**config.mk**
```make
export PLATFORM = sky130hd
export DESIGN_NAME = mms_sequencer
export DESIGN_NICKNAME = d
export VERILOG_FILES = /design/src/mms_pkg.sv /design/src/mms_tick_gen.sv /design/src/mms_sequencer.sv
export SDC_FILE = /design/constraint.sdc
export NUM_CORES = 1
export LEC_CHECK = 0
export ABC_AREA = 1
export BUFFER_PORTS_ARGS = -buffer_cell sky130_fd_sc_hd__buf_4
export CAP_MARGIN = 40
export CELL_PAD_IN_SITES_DETAIL_PLACEMENT = 0
export CELL_PAD_IN_SITES_GLOBAL_PLACEMENT = 2
export CORE_ASPECT_RATIO = 0.7
export CORE_MARGIN = 3
export CORE_UTILIZATION = 35
export CTS_BUF_LIST = sky130_fd_sc_hd__clkbuf_16
export DETAILED_ROUTE_END_ITERATION = 16
export GPL_TIMING_DRIVEN = 1
export PLACE_DENSITY_LB_ADDON = 0.1
export SLEW_MARGIN = 25
export SYNTH_ARGS = -nofsm -noshare
export SYNTH_HDL_FRONTEND = slang
export SYNTH_SLANG_ARGS = --single-unit
```
**constraint.sdc**
```tcl
create_clock -name ref_clk -period 5.84 [get_ports ref_clk]
set_clock_uncertainty 0.15 [all_clocks]
set_input_delay 0.584 -clock ref_clk [delete_from_list [all_inputs] [get_ports ref_clk]]
set_output_delay 0.584 -clock ref_clk [all_outputs]
set_load 0.05 [all_outputs]
```
**src/mms_pkg.sv**
```systemverilog
`default_nettype none
package mms_pkg;
   // ****************************************************************
   // timing
   // ****************************************************************
   localparam int unsigned CLK_MHZ       = 40;
   localparam int unsigned FAST_STEP_US  = 2;
   localparam int unsigned SLOW_STEP_US  = 100;
   localparam int unsigned PAIR_GAP2_US  = 200;
   localparam int unsigned PAIR_GAP3_US  = 300;
   localparam int unsigned FAST_STEP_CYC = FAST_STEP_US * CLK_MHZ;
   localparam int unsigned SLOW_STEP_CYC = SLOW_STEP_US * CLK_MHZ;
   localparam int unsigned PAIR_GAP2_CYC = PAIR_GAP2_US * CLK_MHZ;
   localparam int unsigned PAIR_GAP3_CYC = PAIR_GAP3_US * CLK_MHZ;
   localparam int unsigned WAIT_W        = 14;

   // ****************************************************************
   // register map
   // ****************************************************************
   localparam logic [2:0] ADDR_CFG0 = 3'h0;
   localparam logic [2:0] ADDR_CFG1 = 3'h1;
   localparam logic [2:0] ADDR_CFG2 = 3'h2;
   localparam logic [2:0] ADDR_CFG3 = 3'h3;
   localparam logic [2:0] ADDR_CTRL = 3'h4;
   localparam logic [2:0] ADDR_STAT = 3'h5;

   localparam logic [31:0] CFG0_RST = 32'h0000_0000;
   localparam logic [31:0] CFG1_RST = 32'h0000_0001;
   localparam logic [31:0] CFG2_RST = 32'h0000_0000;
   localparam logic [31:0] CFG3_RST = 32'h0000_0000;
   localparam logic        CTRL_RST = 1'b0;

   // ****************************************************************
   // field positions
   // ****************************************************************
   localparam int unsigned SGAP_LSB    = 16;
   localparam int unsigned SGAP_MSB    = 23;
   localparam int unsigned AVG_LSB     = 0;
   localparam int unsigned AVG_MSB     = 11;
   localparam int unsigned BRIDGE_LSB  = 12;
   localparam int unsigned BRIDGE_MSB  = 13;
   localparam int unsigned SINGLE_BIT  = 2;
   localparam int unsigned CYTIME_LSB  = 4;
   localparam int unsigned CYTIME_MSB  = 13;
   localparam int unsigned STRETCH_LSB = 12;
   localparam int unsigned STRETCH_MSB = 13;
   localparam int unsigned LEAD_LSB    = 17;
   localparam int unsigned LEAD_MSB    = 19;
   localparam int unsigned RUN_BIT     = 0;

   localparam logic [1:0] STRETCH_OFF  = 2'h0;
   localparam logic [1:0] STRETCH_ONE  = 2'h1;
   localparam logic [1:0] STRETCH_PR2  = 2'h2;
   localparam logic [1:0] BRIDGE_HALF  = 2'h0;
   localparam logic [1:0] BRIDGE_FULL  = 2'h1;
   localparam logic [3:0] CPS_HALF     = 4'h2;
   localparam logic [3:0] CPS_FULL     = 4'h4;
   localparam logic [3:0] CPS_QUATTRO  = 4'h8;

   typedef enum logic [2:0] {
      ST_IDLE  = 3'b000,
      ST_LEAD  = 3'b001,
      ST_DISCH = 3'b010,
      ST_PGAP  = 3'b011,
      ST_INTV  = 3'b100,
      ST_SGAP  = 3'b101
   } mms_state_t;
endpackage : mms_pkg
`default_nettype wire

```
**src/mms_tick_gen.sv**
```systemverilog
`timescale 1ns/1ps
`default_nettype none
module mms_tick_gen #(
   parameter int unsigned PERIOD = 80
) (
   // clock and reset
   input  wire logic ref_clk,
   input  wire logic srst,
   // step pulse
   output logic      tick
);
   localparam int unsigned CW = $clog2(PERIOD);
   localparam logic [CW-1:0] LAST = CW'(PERIOD - 1);

   logic [CW-1:0] cnt_reg;
   logic [CW-1:0] cnt_next;
   logic          tick_reg;
   wire           wrap = (cnt_reg == LAST);

   assign cnt_next = wrap ? '0 : cnt_reg + 1'b1;
   assign tick     = tick_reg;

   always_ff @(posedge ref_clk) begin
      if (srst) begin
         cnt_reg  <= '0;
         tick_reg <= 1'b0;
      end else begin
         cnt_reg  <= cnt_next;
         tick_reg <= wrap;
      end
   end
endmodule : mms_tick_gen
`default_nettype wire

```
**src/mms_sequencer.sv**
```systemverilog
// Overview of operation
// in single conversion the fast oscillator runs only for one sequence, then stays off until the sequence gap expires.
// stretching keeps the discharge count per sequence and only spreads it in time.
// stretched continuous measures all the time, oscillator on only around each half bridge.
// stretched single measures both half-bridge resistors back to back, then waits.
// spread mode picks oscillator always on while measuring or on for one or two cycles.
// cycle interval spaces single cycles or pairs, on the fast or the slow time base.
// averaging count gives the number of ratio measurements per sequence.
// one-shot clear with spread mode zero means continuous measuring with the oscillator always running.
// one-shot set means one sequence, then oscillator off while the gap counter runs.
// spread mode one keeps the oscillator on for one cycle, spacing on the slow base.
// spread modes two and three hold the oscillator 200 us or 300 us between the pair.
// spread mode is word 3 bits 13:12 and cycle interval is word 2 bits 13:4.
// lead time in word 3 bits 19:17 starts the oscillator ahead of the discharge.
// in stretched single, word 0 bits 23:16 set the time between sequences.
// the cycle interval counts 2 us steps, or 100 us steps when stretched.
// one sample is 2, 4 or 8 discharge cycles for half, full or quattro bridge.
// spread mode zero is unstretched; any other value moves timing to the slow base.
//
// Chosen here: the plain strobed port and the placing of the registers.
`timescale 1ns/1ps
`default_nettype none
module mms_sequencer #(
   parameter int unsigned PAIR_GAP2_CYC = mms_pkg::PAIR_GAP2_CYC,
   parameter int unsigned PAIR_GAP3_CYC = mms_pkg::PAIR_GAP3_CYC
) (
   // clock and reset
   input  wire logic        ref_clk,
   input  wire logic        srst,
   // register port
   input  wire logic [2:0]  addr,
   input  wire logic [31:0] wr_data,
   input  wire logic        wr_en,
   input  wire logic        rd_en,
   output logic      [31:0] rd_data,
   // front end
   input  wire logic        disch_done,
   output logic             disch_start,
   output logic             osc_en,
   output logic             seq_done
);
   // ****************************************************************
   // registers
   // ****************************************************************
   logic [31:0] cfg0_reg;
   logic [31:0] cfg1_reg;
   logic [31:0] cfg2_reg;
   logic [31:0] cfg3_reg;
   logic        run_reg;
   logic [31:0] rd_data_reg;
   logic [31:0] rd_data_next;

   mms_pkg::mms_state_t state_reg;
   mms_pkg::mms_state_t state_next;
   logic [mms_pkg::WAIT_W-1:0] wait_reg;
   logic [mms_pkg::WAIT_W-1:0] wait_next;
   logic [15:0] cyc_cnt_reg;
   logic [15:0] cyc_cnt_next;
   logic        half_reg;
   logic        half_next;
   logic        osc_reg;
   logic        osc_next;
   logic        disch_start_reg;
   logic        disch_start_next;
   logic        seq_done_reg;
   logic        seq_done_next;
   logic        tick_fast;
   logic        tick_slow;

   function automatic logic [3:0] cycles_per_sample(input logic [1:0] bridge);
      case (bridge)
         mms_pkg::BRIDGE_HALF: cycles_per_sample = mms_pkg::CPS_HALF;
         mms_pkg::BRIDGE_FULL: cycles_per_sample = mms_pkg::CPS_FULL;
         default:              cycles_per_sample = mms_pkg::CPS_QUATTRO;
      endcase
   endfunction : cycles_per_sample

   // ****************************************************************
   // field decode
   // ****************************************************************
   wire [1:0]  stretch = cfg3_reg[mms_pkg::STRETCH_MSB:mms_pkg::STRETCH_LSB];
   wire [9:0]  cytime  = cfg2_reg[mms_pkg::CYTIME_MSB:mms_pkg::CYTIME_LSB];
   wire        single  = cfg2_reg[mms_pkg::SINGLE_BIT];
   wire [2:0]  lead    = cfg3_reg[mms_pkg::LEAD_MSB:mms_pkg::LEAD_LSB];
   wire [7:0]  sgap    = cfg0_reg[mms_pkg::SGAP_MSB:mms_pkg::SGAP_LSB];
   wire [11:0] avrate  = cfg1_reg[mms_pkg::AVG_MSB:mms_pkg::AVG_LSB];
   wire [1:0]  bridge  = cfg1_reg[mms_pkg::BRIDGE_MSB:mms_pkg::BRIDGE_LSB];

   wire        stretched = (stretch != mms_pkg::STRETCH_OFF);
   wire        paired    = stretched && (stretch != mms_pkg::STRETCH_ONE);
   wire        cont_mode = run_reg && !single && !stretched;
   // count is independent of the stretch setting
   wire [15:0] total_cyc = {4'h0, avrate} * {12'h000, cycles_per_sample(bridge)};
   wire        last_cyc  = (cyc_cnt_reg + 16'h0001) >= total_cyc;
   wire [mms_pkg::WAIT_W-1:0] pgap_load = (stretch == mms_pkg::STRETCH_PR2) ?
      mms_pkg::WAIT_W'(PAIR_GAP2_CYC - 1) : mms_pkg::WAIT_W'(PAIR_GAP3_CYC - 1);
   wire [mms_pkg::WAIT_W-1:0] cyt_load  = {4'h0, cytime};
   wire [mms_pkg::WAIT_W-1:0] lead_load = {11'h000, lead};
   wire [mms_pkg::WAIT_W-1:0] sgap_load = {6'h00, sgap};

   // pair gap counts raw clocks, interval fast or slow steps, others slow
   wire wait_step = (state_reg == mms_pkg::ST_PGAP) ? 1'b1 :
                    ((state_reg == mms_pkg::ST_INTV) && !stretched) ? tick_fast : tick_slow;
   wire wait_zero = (wait_reg == '0);

   mms_tick_gen #(.PERIOD(mms_pkg::FAST_STEP_CYC)) u_tick_fast (
      .ref_clk (ref_clk),
      .srst    (srst),
      .tick    (tick_fast)
   );
   mms_tick_gen #(.PERIOD(mms_pkg::SLOW_STEP_CYC)) u_tick_slow (
      .ref_clk (ref_clk),
      .srst    (srst),
      .tick    (tick_slow)
   );

   // ****************************************************************
   // sequencer
   // ****************************************************************
   always_comb begin
      state_next       = state_reg;
      wait_next        = wait_reg;
      cyc_cnt_next     = cyc_cnt_reg;
      half_next        = half_reg;
      disch_start_next = 1'b0;
      seq_done_next    = 1'b0;
      if (!wait_zero && wait_step) begin
         wait_next = wait_reg - 1'b1;
      end
      case (state_reg)
         mms_pkg::ST_IDLE: begin
            cyc_cnt_next = '0;
            half_next    = 1'b0;
            if (run_reg) begin
               state_next = mms_pkg::ST_LEAD;
               wait_next  = lead_load;
            end
         end
         mms_pkg::ST_LEAD: begin
            if (wait_zero) begin
               state_next       = mms_pkg::ST_DISCH;
               disch_start_next = 1'b1;
            end
         end
         mms_pkg::ST_DISCH: begin
            if (disch_done) begin
               if (last_cyc) begin
                  cyc_cnt_next  = '0;
                  half_next     = 1'b0;
                  seq_done_next = 1'b1;
                  // one-shot rests until the gap counter expires
                  state_next    = single ? mms_pkg::ST_SGAP : mms_pkg::ST_INTV;
                  wait_next     = single ? sgap_load : cyt_load;
               end else if (paired && !half_reg) begin
                  cyc_cnt_next = cyc_cnt_reg + 16'h0001;
                  half_next    = 1'b1;
                  state_next   = mms_pkg::ST_PGAP;
                  wait_next    = pgap_load;
               end else begin
                  cyc_cnt_next = cyc_cnt_reg + 16'h0001;
                  half_next    = 1'b0;
                  state_next   = mms_pkg::ST_INTV;
                  wait_next    = cyt_load;
               end
            end
         end
         mms_pkg::ST_PGAP: begin
            if (wait_zero) begin
               state_next       = mms_pkg::ST_DISCH;
               disch_start_next = 1'b1;
            end
         end
         mms_pkg::ST_INTV, mms_pkg::ST_SGAP: begin
            if (!run_reg) begin
               state_next = mms_pkg::ST_IDLE;
            end else if (wait_zero) begin
               if (stretched || state_reg == mms_pkg::ST_SGAP) begin
                  // oscillator was off, so it needs its lead time again
                  state_next = mms_pkg::ST_LEAD;
                  wait_next  = lead_load;
               end else begin
                  state_next       = mms_pkg::ST_DISCH;
                  disch_start_next = 1'b1;
               end
            end
         end
         default: begin
            state_next = mms_pkg::ST_IDLE;
         end
      endcase
   end

   // oscillator follows the next state so it lines up with state_reg
   always_comb begin
      case (state_next)
         mms_pkg::ST_LEAD, mms_pkg::ST_DISCH, mms_pkg::ST_PGAP: osc_next = 1'b1;
         mms_pkg::ST_INTV: osc_next = !stretched;
         mms_pkg::ST_SGAP: osc_next = 1'b0;
         default:          osc_next = 1'b0;
      endcase
      if (cont_mode && state_next != mms_pkg::ST_IDLE) begin
         osc_next = 1'b1;
      end
   end

   always_ff @(posedge ref_clk) begin
      if (srst) begin
         state_reg       <= mms_pkg::ST_IDLE;
         wait_reg        <= '0;
         cyc_cnt_reg     <= '0;
         half_reg        <= 1'b0;
         osc_reg         <= 1'b0;
         disch_start_reg <= 1'b0;
         seq_done_reg    <= 1'b0;
      end else begin
         state_reg       <= state_next;
         wait_reg        <= wait_next;
         cyc_cnt_reg     <= cyc_cnt_next;
         half_reg        <= half_next;
         osc_reg         <= osc_next;
         disch_start_reg <= disch_start_next;
         seq_done_reg    <= seq_done_next;
      end
   end

   // ****************************************************************
   // register port
   // ****************************************************************
   always_comb begin
      case (addr)
         mms_pkg::ADDR_CFG0: rd_data_next = cfg0_reg;
         mms_pkg::ADDR_CFG1: rd_data_next = cfg1_reg;
         mms_pkg::ADDR_CFG2: rd_data_next = cfg2_reg;
         mms_pkg::ADDR_CFG3: rd_data_next = cfg3_reg;
         mms_pkg::ADDR_CTRL: rd_data_next = {31'h0000_0000, run_reg};
         mms_pkg::ADDR_STAT: rd_data_next = {cyc_cnt_reg, 11'h000, half_reg, osc_reg,
                                             state_reg};
         default:            rd_data_next = 32'h0000_0000;
      endcase
      if (!rd_en) begin
         rd_data_next = 32'h0000_0000;
      end
   end

   always_ff @(posedge ref_clk) begin
      if (srst) begin
         cfg0_reg    <= mms_pkg::CFG0_RST;
         cfg1_reg    <= mms_pkg::CFG1_RST;
         cfg2_reg    <= mms_pkg::CFG2_RST;
         cfg3_reg    <= mms_pkg::CFG3_RST;
         run_reg     <= mms_pkg::CTRL_RST;
         rd_data_reg <= 32'h0000_0000;
      end else begin
         rd_data_reg <= rd_data_next;
         if (wr_en && addr == mms_pkg::ADDR_CFG0) cfg0_reg <= wr_data;
         if (wr_en && addr == mms_pkg::ADDR_CFG1) cfg1_reg <= wr_data;
         if (wr_en && addr == mms_pkg::ADDR_CFG2) cfg2_reg <= wr_data;
         if (wr_en && addr == mms_pkg::ADDR_CFG3) cfg3_reg <= wr_data;
         if (wr_en && addr == mms_pkg::ADDR_CTRL) run_reg <= wr_data[mms_pkg::RUN_BIT];
      end
   end

   assign rd_data     = rd_data_reg;
   assign osc_en      = osc_reg;
   assign disch_start = disch_start_reg;
   assign seq_done    = seq_done_reg;

   // ****************************************************************
   // checks
   // ****************************************************************
   logic [mms_pkg::WAIT_W-1:0] pgap_cnt_reg;
   always_ff @(posedge ref_clk) begin
      if (srst || state_reg != mms_pkg::ST_PGAP) begin
         pgap_cnt_reg <= '0;
      end else begin
         pgap_cnt_reg <= pgap_cnt_reg + 1'b1;
      end
   end

   // discharges started in this sequence, counted apart from cyc_cnt_reg
   logic [15:0] seq_disch_reg;
   always_ff @(posedge ref_clk) begin
      if (srst || seq_done || state_reg == mms_pkg::ST_IDLE) begin
         seq_disch_reg <= '0;
      end else if (disch_start) begin
         seq_disch_reg <= seq_disch_reg + 16'h0001;
      end
   end
endmodule : mms_sequencer
`default_nettype wire

```
==> flow_metrics.tcl, run 1 <==
set metrics [dict create \
    status "finished clean" \
    routedWlPerCell_um 18.7 \
    grt_util_all_layers 0.217 \
    min_path_type "primary input to register" \
    cpPeakStageDelay_ns 0.66 \
    row_count 53 \
    synth-warning-count 0 \
    clk_pin_slew_worst_paths_ns 0.06 \
    antenna_found_initial 0 \
    fin_crit_sh 0.879 \
    synthTopCellsByCount "219 x dfxtp_1, 216 x nor2_1, 202 x nand2_1" \
    synth_top_area_share 0.408 \
    io_pins 75 \
    synth.largest_area_cell "dfxtp_1" \
    fin_cells 1911 \
    cts_tree "yes" \
    postCtsHoldBufs 0 \
    synth_area_leaders "dfxtp_1 41%, nor2_1 7.5%, nand2_1 7.1%, a21oi_1 6.5%, o21ai_0 5.6%" \
    cts-root-buf "clkbuf_16" \
    cts-htree-levels 1 \
    synth-seq-cells 219 \
    cp_max_fo 16 \
    max_freq_mhz 195 \
    grt-ovfl-total 0 \
    grt_pass1_vias 9406 \
    met2_length_um 14800 \
    cts_made_buffers 24 \
    crit_type "register to register" \
    hold_viol 0 \
    buffer_ports.inserted 74 \
    initial_core_util 0.357 \
    area_growth_pct 16.8 \
    numClockSinks 219 \
    dr_wl_met3_um 1970 \
    period_needed_ns 5.13 \
    p_leak_uw 0.00518 \
    core_area_sq_um 30100 \
    power_density_nw_per_um2 271 \
    crit_top_cell "nand2_1" \
    dp_hpwl_um 25100 \
    yosysMostFrequentCell "dfxtp_1" \
    start_kind "register" \
    cap_violations 0 \
    nets 1575 \
    rsz0062_at_grt "no" \
    grt_start_max_net_pins 60 \
    cts.path.max_buffers 3 \
    final_area_sq_um 12500 \
    diodes 0 \
    drive_gt1_frac 0.128 \
    postPlaceCellArea_sq_um 11700 \
    finalSetupViolCount 0 \
    syn_nets 1525 \
    syn_avg_cell_area_sq_um 7.51 \
    yosys_most_used_dff "dfxtp_1" \
    firstDrtPassIters 5 \
    die_y_um 153 \
    syn_area_sq_um 10700 \
    end_kind "register" \
    async_flop_share 0 \
    cts_resized 0 \
    ant_nets 0 \
    viasPerCell 5.08 \
    slowest_stage "dfxtp_1" \
    slew_viol_final 0 \
    drt-total-wl_um 35700 \
    grt_pass1_wl_um 56300 \
    cts_setup_buffers 0 \
    setup_tns_ns 0 \
    yosysUniqueCellTypes 53 \
    regArea_sq_um 4380 \
    slew_headroom 0.482 \
    path_cells "nor2_1 > inv_1 > nor2_1 > fa_1 > ha_1 > ha_1 > nand2_1 > o21ai_0 > a21oi_1 > o21ai_0 > xor2_1 > ha_1 > nand2_1 > nand2_1 > nand2_1 > nand2_1 > a21oi_4 > nand2_4 > nand2_2 > o21ai_2 > nor2_1 > o22ai_1 > nand2_1 > o21ai_0" \
    route.detailed.drc 0 \
    top_layer_used "met4" \
    vias 9703 \
    clk_latency_ns 0.55 \
    nFillCells 3192 \
    wl_met1_um 18300 \
    worstMarginPinSlew_ns 0.775 \
    gp_congestion 0.826 \
    place_inst 1866 \
    multi_input_area_sq_um 5500 \
    worstPathRequired_ns 6.11 \
    arrival_ns 5.41 \
    synth_enable_flop_cells 0 \
    die_w_um 215 \
    netlist_instances 1432 \
    dieArea_sq_um 32900 \
    drt-initial-drc-count 699 \
    seq_area_frac_synth 0.408 \
    ir_drop_mv 0.210 \
]
[kinds of logic after synthesis]
group / Yosys count / share of synthesized area
and+or+nand+nor: 540 / 0.222
xor gates and xnor gates: 32 / 0.0261
DFF: 219 / 0.408
buffers and inverters: 223 / 0.0803
AOI/OAI and AO/OA: 365 / 0.194
adders and majority gates: 53 / 0.0694
[where the power goes]
group          total (uW)  internal (uW)  switching, uW
combinational         257           76.6            180
sequential           1550           1530           21.7
clock                1590            927            663
[stage by stage]
step / hold WS [ns] / setup WS [ns] / util / total power (uW)
6_report: 0.146 / 0.707 / 0.417 / 3400
5_1_grt: 0.144 / 0.247 / 0.417 / 3530
4_1_cts: 0.125 / 0.751 / 0.416 / 3430
3_5_place_dp: 0.291 / 0.782 / 0.389 / 1840
3_3_place_gp: 0.285 / 0.919 / 0.386 / 1830
2_1_floorplan: 0.268 / 1.61 / - / 1720
[cells in the final DEF, fill, tap and decap left out, drive strengths merged, types with 20 or more instances in the layout]
master,synthesis,final
dfxtp,219,219
a21oi,143,143
inv,153,156
nand2,211,211
nand3,68,68
ha,42,42
nor2,230,230
a221oi,25,25
buf,16,91
o21ai,133,133
clkbuf,52,25
xor2,26,26
o22ai,20,20
[metal layers]
layer | vias to the layer above | GRT usage
met5 | - | 0
met4 | 0 | 0.0440
met3 | 48 | 0.0345
met2 | 241 | 0.323
met1 | 4546 | 0.330
li1 | 4868 | -
[worst max-delay path: cells and delay by family, from the launching register on]
| family | cells | cell delay, ns |
|---|---|---|
| fa+ha+maj | 4 | 1.44 |
| compound gates | 7 | 1.15 |
| simple gates | 11 | 1.10 |
| flops | 1 | 0.66 |
| buf+inv | 1 | 0.29 |
| xor+xnor | 1 | 0.21 |
[final timing paths]
path	cells after the start	startpoint	slack, ns	end
worst max register to register	24	cfg1_reg[13]	0.71	wait_reg[1]
worst max-delay path	24	cfg1_reg[13]	0.71	wait_reg[1]
worst min register to register	2	cfg0_reg[15]	0.30	cfg0_reg[15]
worst min-delay path	3	wr_data[20]	0.15	cfg1_reg[20]
[layout make-up]
| type | count | area share |
|---|---|---|
| clock inverter | 19 | 0.0164 |
| tap | 412 | 0.0411 |
| clock buffer | 24 | 0.0479 |
| timing repair buffer | 92 | 0.0602 |
| multi-input combinational | 990 | 0.439 |
| inverter | 155 | 0.0466 |
| sequential | 219 | 0.349 |
Power figures use the tool's default switching activity.
==> run 2: changes to the inputs <==
--- a/config.mk
+++ b/config.mk
@@ -17,6 +17,7 @@
 export DETAILED_ROUTE_END_ITERATION = 16
 export GPL_TIMING_DRIVEN = 1
 export PLACE_DENSITY_LB_ADDON = 0.1
+export RECOVER_POWER = 100
 export SLEW_MARGIN = 25
 export SYNTH_ARGS = -nofsm -noshare
 export SYNTH_HDL_FRONTEND = slang
==> run 2 against run 1 <==
Compared with the run above:
- the run now ends with capacitance limit, slew limit left
- sequential share of layout area up 0.75 points
- critical path type unchanged
- worst setup slack got worse by 0.083 ns
- non-clock buffer count unchanged
- sequential cell count unchanged
- cell count stayed put
- total power down 0.25%
- largest cell class unchanged
==> flow_metrics.tcl, run 2 (synthesis results as in run 1) <==
set metrics [dict create \
    drt-initial-drc-count 678 \
    route.detailed.drc 0 \
    gp_congestion 0.826 \
    clk_latency_ns 0.55 \
    finalSetupViolCount 0 \
    nets 1575 \
    path_cells "nor2_1 > inv_1 > nor2_1 > fa_1 > ha_1 > ha_1 > nand2_1 > o21ai_0 > a21oi_1 > o21ai_0 > xor2_1 > ha_1 > nand2_1 > nand2_1 > nand2_1 > nand2_1 > a21oi_4 > nand2_4 > nor2_1 > nand2_1 > nand2_1 > nor2_1 > o21ai_0 > o21ai_0" \
    dp_hpwl_um 25100 \
    arrival_ns 5.48 \
    numClockSinks 219 \
    cts_made_buffers 24 \
    grt-ovfl-total 0 \
    grt_util_all_layers 0.217 \
    cpPeakStageDelay_ns 0.66 \
    cts_setup_buffers 0 \
    status "finished with violations" \
    start_kind "register" \
    slew_headroom -0.616 \
    period_needed_ns 5.22 \
    hold_slack_ns 0.145 \
    fin_crit_sh 0.893 \
    core_area_sq_um 30100 \
    cts_tree "yes" \
    hold_viol 0 \
    diodes 0 \
    dieArea_sq_um 32900 \
    worstMarginPinSlew_ns 2.42 \
    cts.path.max_buffers 3 \
    p_leak_uw 0.00496 \
    cp_max_fo 16 \
    clk_pin_slew_worst_paths_ns 0.07 \
    power_density_nw_per_um2 276 \
    drt-total-wl_um 35700 \
    cp.buffers_inverters 1 \
    buffer_ports.inserted 74 \
    worstPathRequired_ns 6.10 \
    cap_violations 4 \
    nFillCells 3266 \
    vias 9745 \
    antenna_found_initial 0 \
    viasPerCell 5.10 \
    io_pins 75 \
    drive_gt1_frac 0.0894 \
    ant_nets 0 \
    max_freq_mhz 192 \
    reg2reg_depth 24 \
    rsz0062_at_grt "no" \
    hold-path-endpoint "cfg1_reg[21]" \
    area_growth_pct 14.3 \
    die_w_um 215 \
    end_kind "register" \
    crit_top_cell "nand2_1" \
    crit_type "register to register" \
    slew_viol_final 142 \
    violations "capacitance limit, slew limit" \
    grt_pass1_wl_um 56300 \
    layout_commonest_cell "dfxtp_1" \
    die_y_um 153 \
    grt_pass1_vias 9406 \
    firstDrtPassIters 6 \
    postCtsHoldBufs 0 \
    grt_start_max_net_pins 60 \
    slowest_stage "dfxtp_1" \
    row_count 53 \
    cp_top_family "adder cells" \
    worst_hold_startpoint "wr_data[21]" \
    initial_core_util 0.357 \
    layout_common_cells "219 x dfxtp_1, 218 x nor2_1, 203 x nand2_1" \
    reg2reg_slack_ns 0.62 \
    reg2reg_to "wait_reg[6]" \
    holdPathStages 3 \
    routedWlPerCell_um 18.7 \
    ir_drop_mv 0.210 \
    cts-htree-levels 1 \
    cts-root-buf "clkbuf_16" \
    cts_resized 0 \
    min_path_type "primary input to register" \
    rr_startpoint "cfg1_reg[13]" \
    setup_tns_ns 0 \
]
[run 2: how the worst max path moves through the flow]
stage	start	end	slack, ns	cells past startpoint
floorplan	cfg1_reg[13]	wait_reg[0]	1.61	24
global placement	cfg1_reg[13]	wait_reg[6]	0.92	24
detailed placement	cfg1_reg[13]	wait_reg[1]	0.78	24
CTS	cfg1_reg[13]	wait_reg[1]	0.75	24
global route	cfg1_reg[13]	wait_reg[5]	0.13	24
finish	cfg1_reg[13]	wait_reg[6]	0.62	24
[run 2: power by group]
part | total [uW] | switching [uW] | internal (uW)
Clock | 1590 | 664 | 927
Sequential | 1550 | 21.6 | 1530
Combinational | 248 | 179 | 69.3
[run 2: cell type report]
class	count	area, sq um	share of cell area
flip-flops and latches	219	4380	0.357
multi-input cells	990	5480	0.446
clock buffers	24	601	0.0489
repair buffers	92	510	0.0416
well taps	412	515	0.0420
clock inverters	19	205	0.0167
inverters	155	584	0.0476
[run 2: per-stage QoR]
step                worst slack, ns  utilization  power, uW  std cells  cell area (sq um)
floorplan                      1.61            -       1720       1432              10700
global route                  0.131        0.408       3520       1911              12300
detailed placement            0.782        0.389       1840       1866              11700
global placement              0.919        0.386       1830       1862              11600
finish                        0.625        0.408       3390       1911              12300
CTS                           0.751        0.416       3430       1909              12500
[run 2: worst reg2reg max path: cells and delay by family (launching register included)]
kind,cells,cell delay [ns]
DFF,1,0.66
AOI/OAI and AO/OA,6,1.01
adders and majority gates,4,1.44
buffers and inverters,1,0.29
xor gates and xnor gates,1,0.21
and+or+nand+nor,12,1.33
[run 2: per-layer routing]
layer / part of all wire / routed length, um / vias up / track usage
li1: - / - / 4869 / -
met1: 0.51 / 18200 / 4586 / 0.330
met2: 0.41 / 14800 / 242 / 0.323
met3: 0.055 / 1960 / 48 / 0.0345
met4: 0.020 / 702 / 0 / 0.0440
met5: 0 / 0 / - / 0
==> run 3: changes to the inputs <==
==> constraint.sdc (replaced) <==
create_clock -name ref_clk -period 5.7 [get_ports ref_clk]
set_clock_uncertainty 0.15 [all_clocks]
set_input_delay 0.57 -clock ref_clk [delete_from_list [all_inputs] [get_ports ref_clk]]
set_output_delay 0.57 -clock ref_clk [all_outputs]
set_load 0.05 [all_outputs]
==> run 3 against run 2 <==
Compared with the run above:
- the flow still finishes with violations (capacitance limit, slew limit)
- sequential share of layout area rose by 0.15 points
- total power fell by 0.71%
- sequential power rose by 3%
- utilization fell by 0.17 points
- non-clock buffer count did not move
- via count rose by 0.39%
- worst setup slack got worse by 0.083 ns
- critical path type unchanged
==> flow_metrics.tcl, run 3 (synthesis results as in run 1) <==
set metrics [dict create \
    grt_start_max_net_pins 58 \
    reg2reg_depth 22 \
    worstSetupEndpoint "wait_reg[6]" \
    grt_pass1_vias 9477 \
    cts-root-buf "clkbuf_16" \
    regArea_sq_um 4380 \
    core_area_sq_um 30100 \
    crit_type "register to register" \
    rr_startpoint "cfg1_reg[13]" \
    dp_hpwl_um 25400 \
    cts_resized 0 \
    clk_pin_slew_worst_paths_ns 0.07 \
    cap_violations 3 \
    path_cells "nor2_1 > inv_1 > nor2_1 > fa_1 > ha_1 > ha_1 > a21oi_1 > nand2_1 > nand3_1 > o2111ai_1 > xnor2_1 > inv_1 > ha_1 > nand2_1 > nor3_1 > nand2_2 > nand2_4 > nand2_2 > o21ai_0 > nor2_1 > o21ai_0 > o21ai_0" \
    arrival_ns 5.42 \
    drive_gt1_frac 0.0874 \
    cts.path.max_buffers 3 \
    status "finished with violations" \
    slowest_stage "dfxtp_1" \
    groute.layer.met3.usage 0.0283 \
    power_density_nw_per_um2 275 \
    initial_core_util 0.357 \
    drt-total-wl_um 35700 \
    reg2reg_slack_ns 0.54 \
    pre_cts_ws_ns 0.663 \
    setup_ws_ns 0.542 \
    start_kind "register" \
    end_kind "register" \
    hold_slack_ns 0.127 \
    buffer_ports.inserted 74 \
    met1_usage 0.324 \
    min_path_type "primary input to register" \
    hold_viol 0 \
    routedWlPerCell_um 18.7 \
    cpPeakStageDelay_ns 0.64 \
    worstPathRequired_ns 5.96 \
    worstMarginPinSlew_ns 2.47 \
    rsz0062_at_grt "no" \
    cp_max_fo 16 \
    finalSetupViolCount 0 \
    slew_headroom -0.648 \
    route.detailed.drc 0 \
    cp_top_family "adder cells" \
    gp_congestion 0.831 \
    cp.buffers_inverters 2 \
    die_y_um 153 \
    drt-initial-drc-count 694 \
    diodes 0 \
    viasPerCell 5.12 \
    dieArea_sq_um 32900 \
    io_pins 75 \
    clk_latency_ns 0.55 \
    fin_total_pwr_uw 3360 \
    critical_path_depth 22 \
    cts_tree "yes" \
    row_count 53 \
    grt_use_met2 0.329 \
    setup_tns_ns 0 \
    fin_crit_sh 0.905 \
    nFillCells 3264 \
    cts_setup_buffers 0 \
    violations "capacitance limit, slew limit" \
    ant_nets 0 \
    critPathLaunch "cfg1_reg[13]" \
    grt.busiest_layer "met2" \
    period_needed_ns 5.16 \
    grt_util_all_layers 0.215 \
    nets 1575 \
    numClockSinks 219 \
    die_w_um 215 \
    antenna_found_initial 0 \
    postCtsHoldBufs 0 \
    firstDrtPassIters 5 \
    area_growth_pct 13.8 \
    reg2reg_to "wait_reg[6]" \
    vias 9783 \
    layout_commonest_cell "dfxtp_1" \
    layout_common_cells "219 x dfxtp_1, 217 x nor2_1, 203 x nand2_1" \
    ir_drop_mv 0.199 \
    p_leak_uw 0.00494 \
    grt-ovfl-total 0 \
    cts_made_buffers 24 \
    slew_viol_final 139 \
    cts-htree-levels 1 \
    grt_pass1_wl_um 55900 \
    multi_input_area_sq_um 5480 \
    max_freq_mhz 194 \
]
-- run 3: changes by cell type in the layout (fill, tap and decap cells not counted), sizes merged --
cell      previous run  this run
inv                156       155
buf                 43        45
clkinvlp             2         1
clkbuf              73        71
clkinv              12        15
bufinv               4         2
-- run 3: tightest hold or removal path, stage by stage --
cell    delay, ns
buf_4        0.10
nor2_1       0.04
nor2_1       0.08
-- run 3: power breakdown --
part | switching (uW) | leakage [uW] | internal [uW]
clock | 666 | 0.000374 | 855
combinational | 183 | 0.00279 | 72.4
sequential | 22.1 | 0.00177 | 1570
total | 871 | 0.00494 | 2490
-- run 3: metal layers --
| layer | part of all wire | vias up |
|---|---|---|
| met1 | 0.51 | 4604 |
| met2 | 0.42 | 268 |
| met4 | 0.020 | 0 |
| met5 | 0 | - |
| met3 | 0.052 | 47 |
| li1 | - | 4864 |
-- run 3: how the worst min path moves through the flow --
stage / startpoint / to / slack [ns] / cells past startpoint
detailed placement: cfg0_reg[13] / cfg0_reg[13] / 0.29 / 2
floorplan: u_tick_fast.cnt_reg[0] / u_tick_fast.cnt_reg[0] / 0.27 / 1
global route: wr_data[16] / cfg1_reg[16] / 0.13 / 3
finish: wr_data[20] / cfg2_reg[20] / 0.13 / 3
global placement: cfg0_reg[13] / cfg0_reg[13] / 0.28 / 2
CTS: wr_data[20] / cfg2_reg[20] / 0.11 / 3
-- run 3: final cells by class --
cell class / instances / area share
well taps: 412 / 0.0421
flip-flops and latches: 219 / 0.358
repair buffers: 92 / 0.0430
clock buffers: 24 / 0.0491
clock inverters: 18 / 0.0119
multi-input cells: 990 / 0.448
inverters: 155 / 0.0478
-- run 3: per-stage QoR --
| stage | instances | util | instance area (sq um) |
|---|---|---|---|
| finish | 1910 | 0.406 | 12200 |
| detailed placement | 1867 | 0.389 | 11700 |
| global route | 1910 | 0.406 | 12200 |
| global placement | 1863 | 0.387 | 11600 |
| CTS | 1909 | 0.414 | 12500 |
| floorplan | 1432 | - | 10700 |
